File: config.mk
export PLATFORM = sky130hd
export DESIGN_NAME = pulse_shape_regs
export DESIGN_NICKNAME = d
export VERILOG_FILES = /design/src/pulse_shape_pkg.sv /design/src/shape_if.sv /design/src/pulse_shape_regs.sv /design/src/pulse_phase_driver.sv
export SDC_FILE = /design/constraint.sdc
export NUM_CORES = 1
export LEC_CHECK = 0
export BUFFER_PORTS_ARGS = -buffer_cell sky130_fd_sc_hd__buf_4
export CORE_UTILIZATION = 55
export CTS_CLUSTER_DIAMETER = 100
export DETAILED_ROUTE_END_ITERATION = 10
export GPL_TIMING_DRIVEN = 1
export PLACE_DENSITY_LB_ADDON = 0.2
export SLEW_MARGIN = 20
export SYNTH_ARGS = -nofsm -noshare
export SYNTH_HDL_FRONTEND = slang
export SYNTH_SLANG_ARGS = --single-unit
File: constraint.sdc
create_clock -name mclk -period 3.6 [get_ports mclk]
set_input_delay 0.18 -clock mclk [delete_from_list [all_inputs] [get_ports mclk]]
set_output_delay 0.18 -clock mclk [all_outputs]
set_load 0.01 [all_outputs]
File: src/pulse_shape_pkg.sv
// package for the custom transmit pulse shape register bank
// assumes a 32-bit classic wishbone slave, one register per aligned word
package pulse_shape_pkg;

  // ==========================================================
  // register indices as printed, byte address is four times
  localparam logic [7:0] IDX_SHAPE_ENABLE = 8'h11;
  localparam logic [7:0] IDX_PHASE1 = 8'h1C;
  localparam logic [7:0] IDX_PHASE2 = 8'h1D;
  localparam logic [7:0] IDX_PHASE3 = 8'h1E;
  localparam logic [7:0] IDX_PHASE4 = 8'h1F;
  localparam logic [7:0] IDX_TX_STATUS = 8'h20;
  localparam int ADDR_SHIFT = 2;

  // ==========================================================
  // field layout
  localparam int MAG_W = 7;
  localparam int WORD_W = 8;
  localparam int SELECT_BIT = 3;
  localparam int NUM_PHASES = 4;
  localparam int PHASE_W = 2;

  // ==========================================================
  // reset values
  localparam logic [WORD_W-1:0] WORD_RESET = 8'h00;
  localparam logic [WORD_W-1:0] ENABLE_RESET = 8'h00;

  // ==========================================================
  // transmit phase sequencer states
  typedef enum logic [4:0] {
    PH_IDLE = 5'b00001,
    PH_ONE = 5'b00010,
    PH_TWO = 5'b00100,
    PH_THREE = 5'b01000,
    PH_FOUR = 5'b10000
  } phase_state_e;

endpackage

File: src/shape_if.sv
// interface carrying the programmed shape words to the phase driver
// assumes both ends run on mclk
`timescale 1ns/10ps
interface shape_if;
  import pulse_shape_pkg::*;
  logic [MAG_W-1:0] mag [NUM_PHASES];
  logic custom_shape_select;
  modport regs (output mag, output custom_shape_select);
  modport drive (input mag, input custom_shape_select);
endinterface

File: src/pulse_shape_regs.sv
// register bank for custom transmit pulse shape with its phase driver
// assumes a classic wishbone master on mclk and a mark strobe from the encoder
//
// What this block does
// RULE_01 - word one drives phase one code
// RULE_02 - word two drives phase two code
// RULE_03 - word three drives phase three code
// RULE_04 - word four drives phase four code
// RULE_05 - larger code gives larger amplitude
// RULE_06 - programmed words used only when select set
// RULE_07 - software keeps top bit at zero
// RULE_08 - select clear uses stored templates instead
// RULE_09 - words read back last written value
//
// Design decision made here: the Wishbone register port.
`timescale 1ns/10ps
module pulse_shape_regs
  import pulse_shape_pkg::*;
#(
  // bus geometry; the register index sits above the byte offset
  parameter int ADDR_W = 10,
  parameter int DATA_W = 32,
  parameter int SEL_W = 4
)
(
  // clock and reset
  input wire logic mclk,
  input wire logic resetn,
  input wire logic clk_en,
  // wishbone slave
  input wire logic wb_cyc_i,
  input wire logic wb_stb_i,
  input wire logic wb_we_i,
  input wire logic [ADDR_W-1:0] wb_adr_i,
  input wire logic [SEL_W-1:0] wb_sel_i,
  input wire logic [DATA_W-1:0] wb_dat_i,
  output logic [DATA_W-1:0] wb_dat_o,
  output logic wb_ack_o,
  output logic wb_err_o,
  // transmit side
  input wire logic [NUM_PHASES*MAG_W-1:0] template_codes,
  input wire logic mark_strobe,
  output logic [MAG_W-1:0] dac_code_q,
  output logic [PHASE_W-1:0] phase_q,
  output logic custom_shape_select
);

  // ==========================================================
  // geometry checks
  localparam int IDX_W = $bits(IDX_PHASE1);
  localparam int PAD_W = DATA_W - WORD_W;

  // the index must fill the address above the byte offset exactly
  if (ADDR_W != ADDR_SHIFT + IDX_W) begin : g_bad_addr
    $error("address width does not match the register index width");
  end
  // a register must fit in the data bus with room left above it
  if (DATA_W <= WORD_W) begin : g_bad_data
    $error("data width too narrow for a register word");
  end
  // one byte lane per select bit
  if (SEL_W * WORD_W != DATA_W) begin : g_bad_sel
    $error("select width does not match the data width");
  end

  // ==========================================================
  // state and decode signals
  shape_if shp ();
  logic [WORD_W-1:0] word_q [NUM_PHASES];
  logic [WORD_W-1:0] word_d [NUM_PHASES];
  logic [WORD_W-1:0] enable_q, enable_d;
  logic ack_q, ack_d, err_q, err_d;
  logic [DATA_W-1:0] rdata_q, rdata_d;
  logic busy;
  logic req;
  logic [IDX_W-1:0] idx;
  int p;
  logic hit_word, hit_enable, hit_status, lane0_wr;

  // ==========================================================
  // decode helpers

  // index of a phase word, or NUM_PHASES when not a phase word
  function automatic int phase_of(input logic [IDX_W-1:0] i);
    if (i >= IDX_PHASE1 && i <= IDX_PHASE4) begin
      phase_of = int'(i - IDX_PHASE1);
    end else begin
      phase_of = NUM_PHASES;
    end
  endfunction

  // a write reaches a register only through the lowest byte lane
  function automatic logic lane0_write(input logic w, input logic [SEL_W-1:0] s);
    lane0_write = w && s[0];
  endfunction

  // status word: busy above the phase, select in bit zero, zero elsewhere
  function automatic logic [DATA_W-1:0] status_word(input logic b, input logic [PHASE_W-1:0] ph,
                                                    input logic s);
    status_word = '0;
    status_word[PHASE_W+1] = b;
    status_word[PHASE_W:1] = ph;
    status_word[0] = s;
  endfunction

  // ==========================================================
  // request decode; a pending answer masks the request so it is taken once
  assign req = wb_cyc_i && wb_stb_i && !ack_q && !err_q;
  assign idx = wb_adr_i[ADDR_SHIFT +: IDX_W];
  assign p = phase_of(idx);

  // address decode, one hit for the phase words and one each for enable and status
  assign hit_word = (p < NUM_PHASES);
  assign hit_enable = (idx == IDX_SHAPE_ENABLE);
  assign hit_status = (idx == IDX_TX_STATUS);
  assign lane0_wr = lane0_write(wb_we_i, wb_sel_i);

  // ==========================================================
  // bus answer: ack for a mapped index, err for any other

  // next answer; both stay low while no request is pending
  always_comb begin
    ack_d = 1'b0;
    err_d = 1'b0;
    if (req) begin
      if (hit_word || hit_enable || hit_status) begin
        ack_d = 1'b1;
      end else begin
        err_d = 1'b1;
      end
    end
  end

  // answer registers; a low clock enable also holds a pending answer
  always_ff @(posedge mclk or negedge resetn) begin
    if (!resetn) begin
      ack_q <= 1'b0;
      err_q <= 1'b0;
    end else if (clk_en) begin
      ack_q <= ack_d;
      err_q <= err_d;
    end
  end

  // ==========================================================
  // phase magnitude words

  // next words; the top bit is stored as written, software keeps it zero
  always_comb begin
    for (int k = 0; k < NUM_PHASES; k++) begin
      word_d[k] = word_q[k];
      if (req && hit_word && lane0_wr && p == k) begin
        word_d[k] = wb_dat_i[WORD_W-1:0]; // [RULE_09]
      end
    end
  end

  // word registers
  always_ff @(posedge mclk or negedge resetn) begin
    if (!resetn) begin
      for (int k = 0; k < NUM_PHASES; k++) begin
        word_q[k] <= WORD_RESET;
      end
    end else if (clk_en) begin
      for (int k = 0; k < NUM_PHASES; k++) begin
        word_q[k] <= word_d[k];
      end
    end
  end

  // ==========================================================
  // shape enable register, only the select bit is used

  // next enable value
  always_comb begin
    enable_d = enable_q;
    if (req && hit_enable && lane0_wr) begin
      enable_d = wb_dat_i[WORD_W-1:0];
    end
  end

  // enable register
  always_ff @(posedge mclk or negedge resetn) begin
    if (!resetn) begin
      enable_q <= ENABLE_RESET;
    end else if (clk_en) begin
      enable_q <= enable_d;
    end
  end

  // ==========================================================
  // read data; a read returns the value held before the access

  // next read data, held until the next access
  always_comb begin
    rdata_d = rdata_q;
    if (req) begin
      if (hit_word) begin
        for (int k = 0; k < NUM_PHASES; k++) begin
          if (p == k) begin
            rdata_d = {{PAD_W{1'b0}}, word_q[k]}; // [RULE_09]
          end
        end
      end else if (hit_enable) begin
        rdata_d = {{PAD_W{1'b0}}, enable_q};
      end else if (hit_status) begin
        rdata_d = status_word(busy, phase_q, shp.custom_shape_select);
      end else begin
        rdata_d = '0;
      end
    end
  end

  // read data register
  always_ff @(posedge mclk or negedge resetn) begin
    if (!resetn) begin
      rdata_q <= '0;
    end else if (clk_en) begin
      rdata_q <= rdata_d;
    end
  end

  // shape words to the driver, low seven bits only
  for (genvar g = 0; g < NUM_PHASES; g++) begin : g_mag
    assign shp.mag[g] = word_q[g][MAG_W-1:0];
  end
  assign shp.custom_shape_select = enable_q[SELECT_BIT]; // [RULE_06]

  assign wb_ack_o = ack_q;
  assign wb_err_o = err_q;
  assign wb_dat_o = rdata_q;
  assign custom_shape_select = enable_q[SELECT_BIT];

  // phase sequencer and code select
  pulse_phase_driver u_drv (
    .mclk(mclk),
    .resetn(resetn),
    .clk_en(clk_en),
    .shp(shp),
    .template_codes(template_codes),
    .mark_strobe(mark_strobe),
    .dac_code_q(dac_code_q),
    .phase_q(phase_q),
    .busy(busy)
  );

endmodule

File: src/pulse_phase_driver.sv
// walks the four phases of a mark and picks each phase's converter code
// assumes mark_strobe and the template inputs are in the mclk domain
`timescale 1ns/10ps
module pulse_phase_driver
  import pulse_shape_pkg::*;
(
  // clock and reset
  input wire logic mclk,
  input wire logic resetn,
  input wire logic clk_en,
  // shape words
  shape_if.drive shp,
  // stored templates, one code per phase, chosen by build-out setting
  input wire logic [NUM_PHASES*MAG_W-1:0] template_codes,
  // mark timing
  input wire logic mark_strobe,
  // converter side
  output logic [MAG_W-1:0] dac_code_q,
  output logic [PHASE_W-1:0] phase_q,
  output logic busy
);

  phase_state_e state_q, state_d;
  logic [MAG_W-1:0] code_d;
  logic [PHASE_W-1:0] phase_d;

  // pick a phase's code: programmed word or template
  function automatic logic [MAG_W-1:0] pick(input logic [PHASE_W-1:0] p, input logic sel,
                                            input logic [MAG_W-1:0] m);
    logic [MAG_W-1:0] t;
    t = template_codes[p*MAG_W +: MAG_W];
    pick = sel ? m : t; // [RULE_06] [RULE_08]
  endfunction

  // ==========================================================
  // next state and code
  always_comb begin
    state_d = state_q;
    code_d = dac_code_q;
    phase_d = phase_q;
    case (state_q)
      PH_IDLE: begin
        code_d = '0;
        if (mark_strobe) begin
          state_d = PH_ONE;
          phase_d = 2'd0;
          code_d = pick(2'd0, shp.custom_shape_select, shp.mag[0]); // [RULE_01]
        end
      end
      PH_ONE: begin
        state_d = PH_TWO;
        phase_d = 2'd1;
        code_d = pick(2'd1, shp.custom_shape_select, shp.mag[1]); // [RULE_02]
      end
      PH_TWO: begin
        state_d = PH_THREE;
        phase_d = 2'd2;
        code_d = pick(2'd2, shp.custom_shape_select, shp.mag[2]); // [RULE_03]
      end
      PH_THREE: begin
        state_d = PH_FOUR;
        phase_d = 2'd3;
        code_d = pick(2'd3, shp.custom_shape_select, shp.mag[3]); // [RULE_04]
      end
      PH_FOUR: begin
        state_d = PH_IDLE;
        phase_d = 2'd0;
        code_d = '0;
      end
      default: begin
        state_d = PH_IDLE;
        code_d = '0;
      end
    endcase
  end

  // registers; the code passes unscaled so amplitude rises with value
  always_ff @(posedge mclk or negedge resetn) begin
    if (!resetn) begin
      state_q <= PH_IDLE;
      dac_code_q <= '0;
      phase_q <= '0;
    end else if (clk_en) begin
      state_q <= state_d;
      dac_code_q <= code_d; // [RULE_05]
      phase_q <= phase_d;
    end
  end

  assign busy = (state_q != PH_IDLE);

endmodule

# --- Word-level counts from Yosys, hierarchy flattened ---
# Index checks and enable logic that the tools add are counted.
word_totals:
  regBits: 88
  in_bits: 81
  wordCells: 77
op_classes:
  n_addsub: 1
  order_cmp: 3
  n_eq_ne: 13
  mux: 22
  n_reduce_logical: 27
ops:
  columns: ["cell", "count"]
  rows:
  - ["32-bit 2-to-1 mux", 6]
  - ["32-bit by 3-bit equality test with 1-bit output (second input constant)", 2]
  - ["7-bit 2-to-1 mux", 5]
  - ["32-bit by 2-bit equality test with 1-bit output (second input constant)", 1]
  - ["32-bit zero test", 1]
  - ["32-bit by 4-bit less-than comparator with 1-bit output (second input constant)", 1]
  - ["7-bit one-hot mux with 4 select lines", 1]
  - ["5-bit one-hot mux with 4 select lines", 1]
  - ["1-bit logical AND", 13]
  - ["2-bit AND reduction", 6]
  - ["5-bit by 1-bit != test with 1-bit output (second input constant)", 2]
  - ["2-bit one-hot mux with 5 select lines", 1]
  - ["8-bit by 5-bit subtractor with 9-bit output (second input constant)", 1]
  - ["8-bit by 5-bit equality test with 1-bit output (second input constant)", 1]
  - ["8-bit by 6-bit equality test with 1-bit output (second input constant)", 1]
  - ["8-bit by 5-bit >= comparator with 1-bit output (second input constant)", 1]
  - ["8-bit by 5-bit <= comparator with 1-bit output (second input constant)", 1]
  - ["8-bit 2-to-1 mux", 1]
  - ["3-bit AND reduction", 2]
  - ["5-bit by 1-bit equality test with 1-bit output (second input constant)", 1]
  - ["5-bit by 2-bit equality test with 1-bit output (second input constant)", 1]
  - ["5-bit by 3-bit equality test with 1-bit output (second input constant)", 1]
  - ["5-bit by 4-bit equality test with 1-bit output (second input constant)", 1]
  - ["5-bit equality test (second input constant)", 1]
  - ["other kinds (8)", 13]

# --- Longest topological paths before layout ---
logic_depth:
  word_depth: 9
  ltp_mapped: 9
  mapped_depth_nobuf: 7

# --- Hierarchy ---
# From an unflattened synthesis, not the netlist that was laid out.
hier_totals:
  hier_cells: 316
  area_unflattened_um2: 3860.0
by_module_without_submodules:
  columns: ["mod", "instances", "cells_each", "area_each_um2", "seq_area_each_um2"]
  rows:
  - ["pulse_shape_regs", 1, 201, 2725.1, 1251.2]
  - ["pulse_phase_driver", 1, 115, 1134.8, 351.6]

# --- Worst setup path after synthesis ---
# OpenSTA, ideal clock, no wires.
synth_path:
  kind: "input-to-reg"
  startpoint: "in wb_adr_i[4]"
  endpoint: "reg word_q, in the netlist shp.mag[0]"
  setup_ns: 0.125
  arrival_time_ns: 2.107
  t_required_ns: 3.475
  setup_slack_ns: 1.368
  cell_stages: 9
  n_path_buf: 2
  path_cell_list: "inv_1 -> ha_1 -> o31ai_1 -> and3_1 -> buf_6 -> nand3_4 -> or4_4 -> buf_6 -> mux2_4"
synth_between:
  elab_chain_len: 8
  word_cells_on_any_way: 11
  cone_classes: "add/sub: 1; order compare: 3; eq/ne: 1; mux: 1; reduce/logical: 5"
synth_rtl:
  columns: ["item", "line_no", "rtl"]
  rows:
  - ["start, declared", "pulse_shape_regs.sv:34", "input wire logic [ADDR_W-1:0] wb_adr_i,"]
  - ["8-bit by 5-bit >= comparator with 1-bit output or 8-bit by 5-bit <= comparator with 1-bit output (tied branches)", "pulse_shape_regs.sv:85", "if (i >= IDX_PHASE1 && i <= IDX_PHASE4) begin"]
  - ["1-bit logical AND", "pulse_shape_regs.sv:85", null]
  - ["32-bit 2-to-1 mux (*)", "pulse_shape_regs.sv:85", null]
  - ["32-bit by 4-bit less-than comparator with 1-bit output", "pulse_shape_regs.sv:113", "assign hit_word = (p < NUM_PHASES);"]
  - ["1-bit logical AND (2 in a row)", "pulse_shape_regs.sv:152", "if (req && hit_word && lane0_wr && p == k) begin"]
  - ["1-bit logical AND (*)", "pulse_shape_regs.sv:152", null]
  - ["2-bit AND reduction (no line) (*)", null, null]
  - ["end signal, assigned by index", "pulse_shape_regs.sv:166", "word_q[k] <= word_d[k];"]
  - ["end, declared", "pulse_shape_regs.sv:69", "logic [WORD_W-1:0] word_q [NUM_PHASES];"]
# Every way passes the cells marked *; elsewhere a longest branch is shown, timed or not.
# A chain may end at the register's enable or synchronous reset.

# --- Worst setup path after layout ---
layout_path:
  startpoint: "in wb_adr_i[4]"
  endpoint: "reg word_q, in the netlist shp.mag[7]"
# Same word-level chain as after synthesis.

==> impl_results.md <==
- Status: finished clean
- Most frequent cell after synthesis: dfrtp_1
- Hold slack: 103 ps
- Root buffer cell: clkbuf_8
- PD cells: approximately 450 nW/µm²
- Via count: 2,963
- GRT Overall Usage: 27.8%
- Data required, critical path: 3830 ps
- Hold Violations, Final: 0
- Routed Antenna Nets: 0
- Clk_skew: 6.01 ps
- Remaining DRCs: 0
- Final setup fails: 0
- RSZ-0062 raised after global routing: no
- Inst Count DP: 472
- Multi-input logic area: 1870 µm²
- Vias in the first global route: between 2,000 and 3,000
- Vias/cell: 6.07
- Area Growth Syn to Fin: 20.4%
- Reg-to-reg setup timing slack: 1370 ps
- H-tree levels: 3
- Synth top cells by count: 63 x dfrtp_1, 37 x nor2_1, 36 x mux2_2
- Max_slew headroom: 41.8%
- Area contributors post-synth: dfrtp_1 43%, mux2_2 11%, mux2i_1 8.7%, buf_4 4.9%, nor2_1 3.8%
- Clock Tree Buf Depth: 2
- Fmax achieved: 416 MHz
- Synth Warn #: 0
- Drt wl/cell: between 15 and 20 µm
- Pre-CTS setup slack: 854 ps
- Post_cts resized: 0
- Critical path class: in2reg
- Setup ws final: between 1000 and 1500 ps
- Die ar.: 6990 µm²
- NumNets Final: between 400 and 500
- Grt total ovfl: 0
- Leading area contributor after synthesis: dfrtp_1
- DIE HEIGHT: 83.6 µm
- Post-detail-place hpwl: 6.39 mm
- Worst-path clk slew: ~70 ps
- Min Tclk post-route: 2410 ps
- Worst vdd ir: 418 µV
- Power, Total: 0.00197 W
- # port buffers: 71
- Routability cong.: 0.833
- Initial DRT Pass Iterations: 5
- P_leak: approximately 2.1 nW
- Pins Over Slew Limit: 0
- Synth unique cells: 49
- Startpoint types: input port
- Top Ports: approximately 130
- CTS buffer count: 9
- Initial antenna violation count: 0
- Post-route insts no fill: 488
- #FFs+latches synth: between 60 and 70
- Measured slew at the worst slew-check pin: 867 ps
- Worst-Skew Late Latency: between 300 and 400 ps
- First-pass GRT wire length: 15.1 mm
- Total wire length: 9.46 mm
- CTS tree: built
- Die Wd: 83.6 µm
- Number of synthesized flops with an enable pin: 0
- WP data arrival: 2630 ps
- Most used DFF post-synth: dfrtp_1
- Share of layout cells above drive strength 1: between 30% and 40%
- Sequential fraction of the synthesis area: 43.8%
- Number of max-cap violations: 0
- Post CTS Setup Buffer Count: 0
- Post-Syn Area per Cell: 10.9 µm²
- Fillers: around 510
- Sequential cell area: ~1600 µm²
- DRT iter0 DRCs: 249
- CTS Sinks: 64
- Ys async rst share: 100%
- Starting Density: a little under three fifths
- Post-Syn Area: between 3000 and 4000 µm²
- Class of the tightest hold or removal check: in2reg
- Worst Setup End Kind: flop
- Diodes inserted: 0
- Hold Buf Count CTS: 1
- Row count: 29
- Post-Syn Instances: 336
- Pin count of the biggest net entering global routing: 65
- CORE AREA: 6390 µm²
- Tcrit/Tclk final: 66.8%
- Final setup TNS: 0 ps
- Yosys top cell area share: 43.1%
- Crit-path max FO: 8
cells in the final DEF (no fill, tap or decap), types with 3 or more instances in the layout:
master | netlist | routed
nand4_1 | 3 | 3
o22ai_1 | 18 | 18
mux2i_1 | 32 | 32
clkbuf_8 | 0 | 13
o31ai_1 | 8 | 8
mux2_2 | 36 | 36
nand2_1 | 8 | 8
conb_1 | 1 | 24
a2bb2oi_1 | 4 | 4
a21oi_1 | 9 | 9
nor2_1 | 37 | 37
dfrtp_1 | 63 | 63
o21ai_0 | 6 | 6
buf_4 | 24 | 76
mux2_4 | 8 | 8
nand3_1 | 6 | 6
nor3_1 | 8 | 8
a22oi_1 | 8 | 8
inv_1 | 5 | 5
power by group:
part           internal (W)  switching [W]
Clock              0.000462       0.000281
Sequential         0.000775      0.0000502
Combinational      0.000174       0.000227
Total               0.00141       0.000559
metrics by stage:
step                      area [µm²]  util (%)
after floorplan                 3750         -
after global placement          4160      65.1
after detailed placement        4160      65.1
after CTS                       4410      69.0
after global routing            4410      69.0
final                           4410      69.0
critical path, stage by stage:
cell     delay (ps)
buf_4            90
inv_1            50
ha_1            310
nor4b_1         400
nand3_1         370
nor4_4          830
mux2_2          410
routing by layer:
metal	up-vias	share of wire (%)	global-route usage (%)
met3	20	6.4	4.06
met1	1453	44	38.8
met2	150	47	43.9
li1	1340	-	-
met5	-	0	0
met4	0	1.8	11.1
cell type report:
cell class	count	share of cell area [%]
Clock inverter	2	1.36
Timing Repair Buffer	77	13.2
Clock buffer	13	4.06
Multi-Input combinational cell	250	42.4
Inverter	5	0.426
Tap cell	77	2.19
Sequential cell	64	36.4
registers in the layout, indices dropped and copies added, names as in the netlist:
| signal | flops |
|---|---|
| shp.mag | 28 |
| enable_q | 8 |
| wb_dat_o | 8 |
| u_drv.dac_code_q | 7 |
| u_drv.state_q | 5 |
| word_q | 4 |
| u_drv.phase_q | 2 |
| wb_ack_o | 1 |
| wb_err_o | 1 |
final timing paths:
kind | startpoint | to | cells past startpoint
hold reg to reg | enable_q[5] | wb_dat_o[5] | 2
max in group asynchronous | resetn | shp.mag[18] | 2
hold / removal | wb_dat_i[7] | word_q[15] | 2
setup reg to reg | wb_ack_o | shp.mag[26] | 5
setup / recovery | wb_adr_i[4] | shp.mag[7] | 7
min in group asynchronous | resetn | u_drv.dac_code_q[2] | 2
logic make-up after synthesis:
family          count (synthesis)  synth area share (%)
buf+inv                        45                  7.52
simple gates                   83                  12.9
compound gates                 64                  11.7
fa+ha+maj                       2                 0.683
mux                            76                  23.1
xor+xnor                        1                 0.239
flops                          64                  43.8
other cells                     1                 0.102
(Power assumes the default switching activity.)
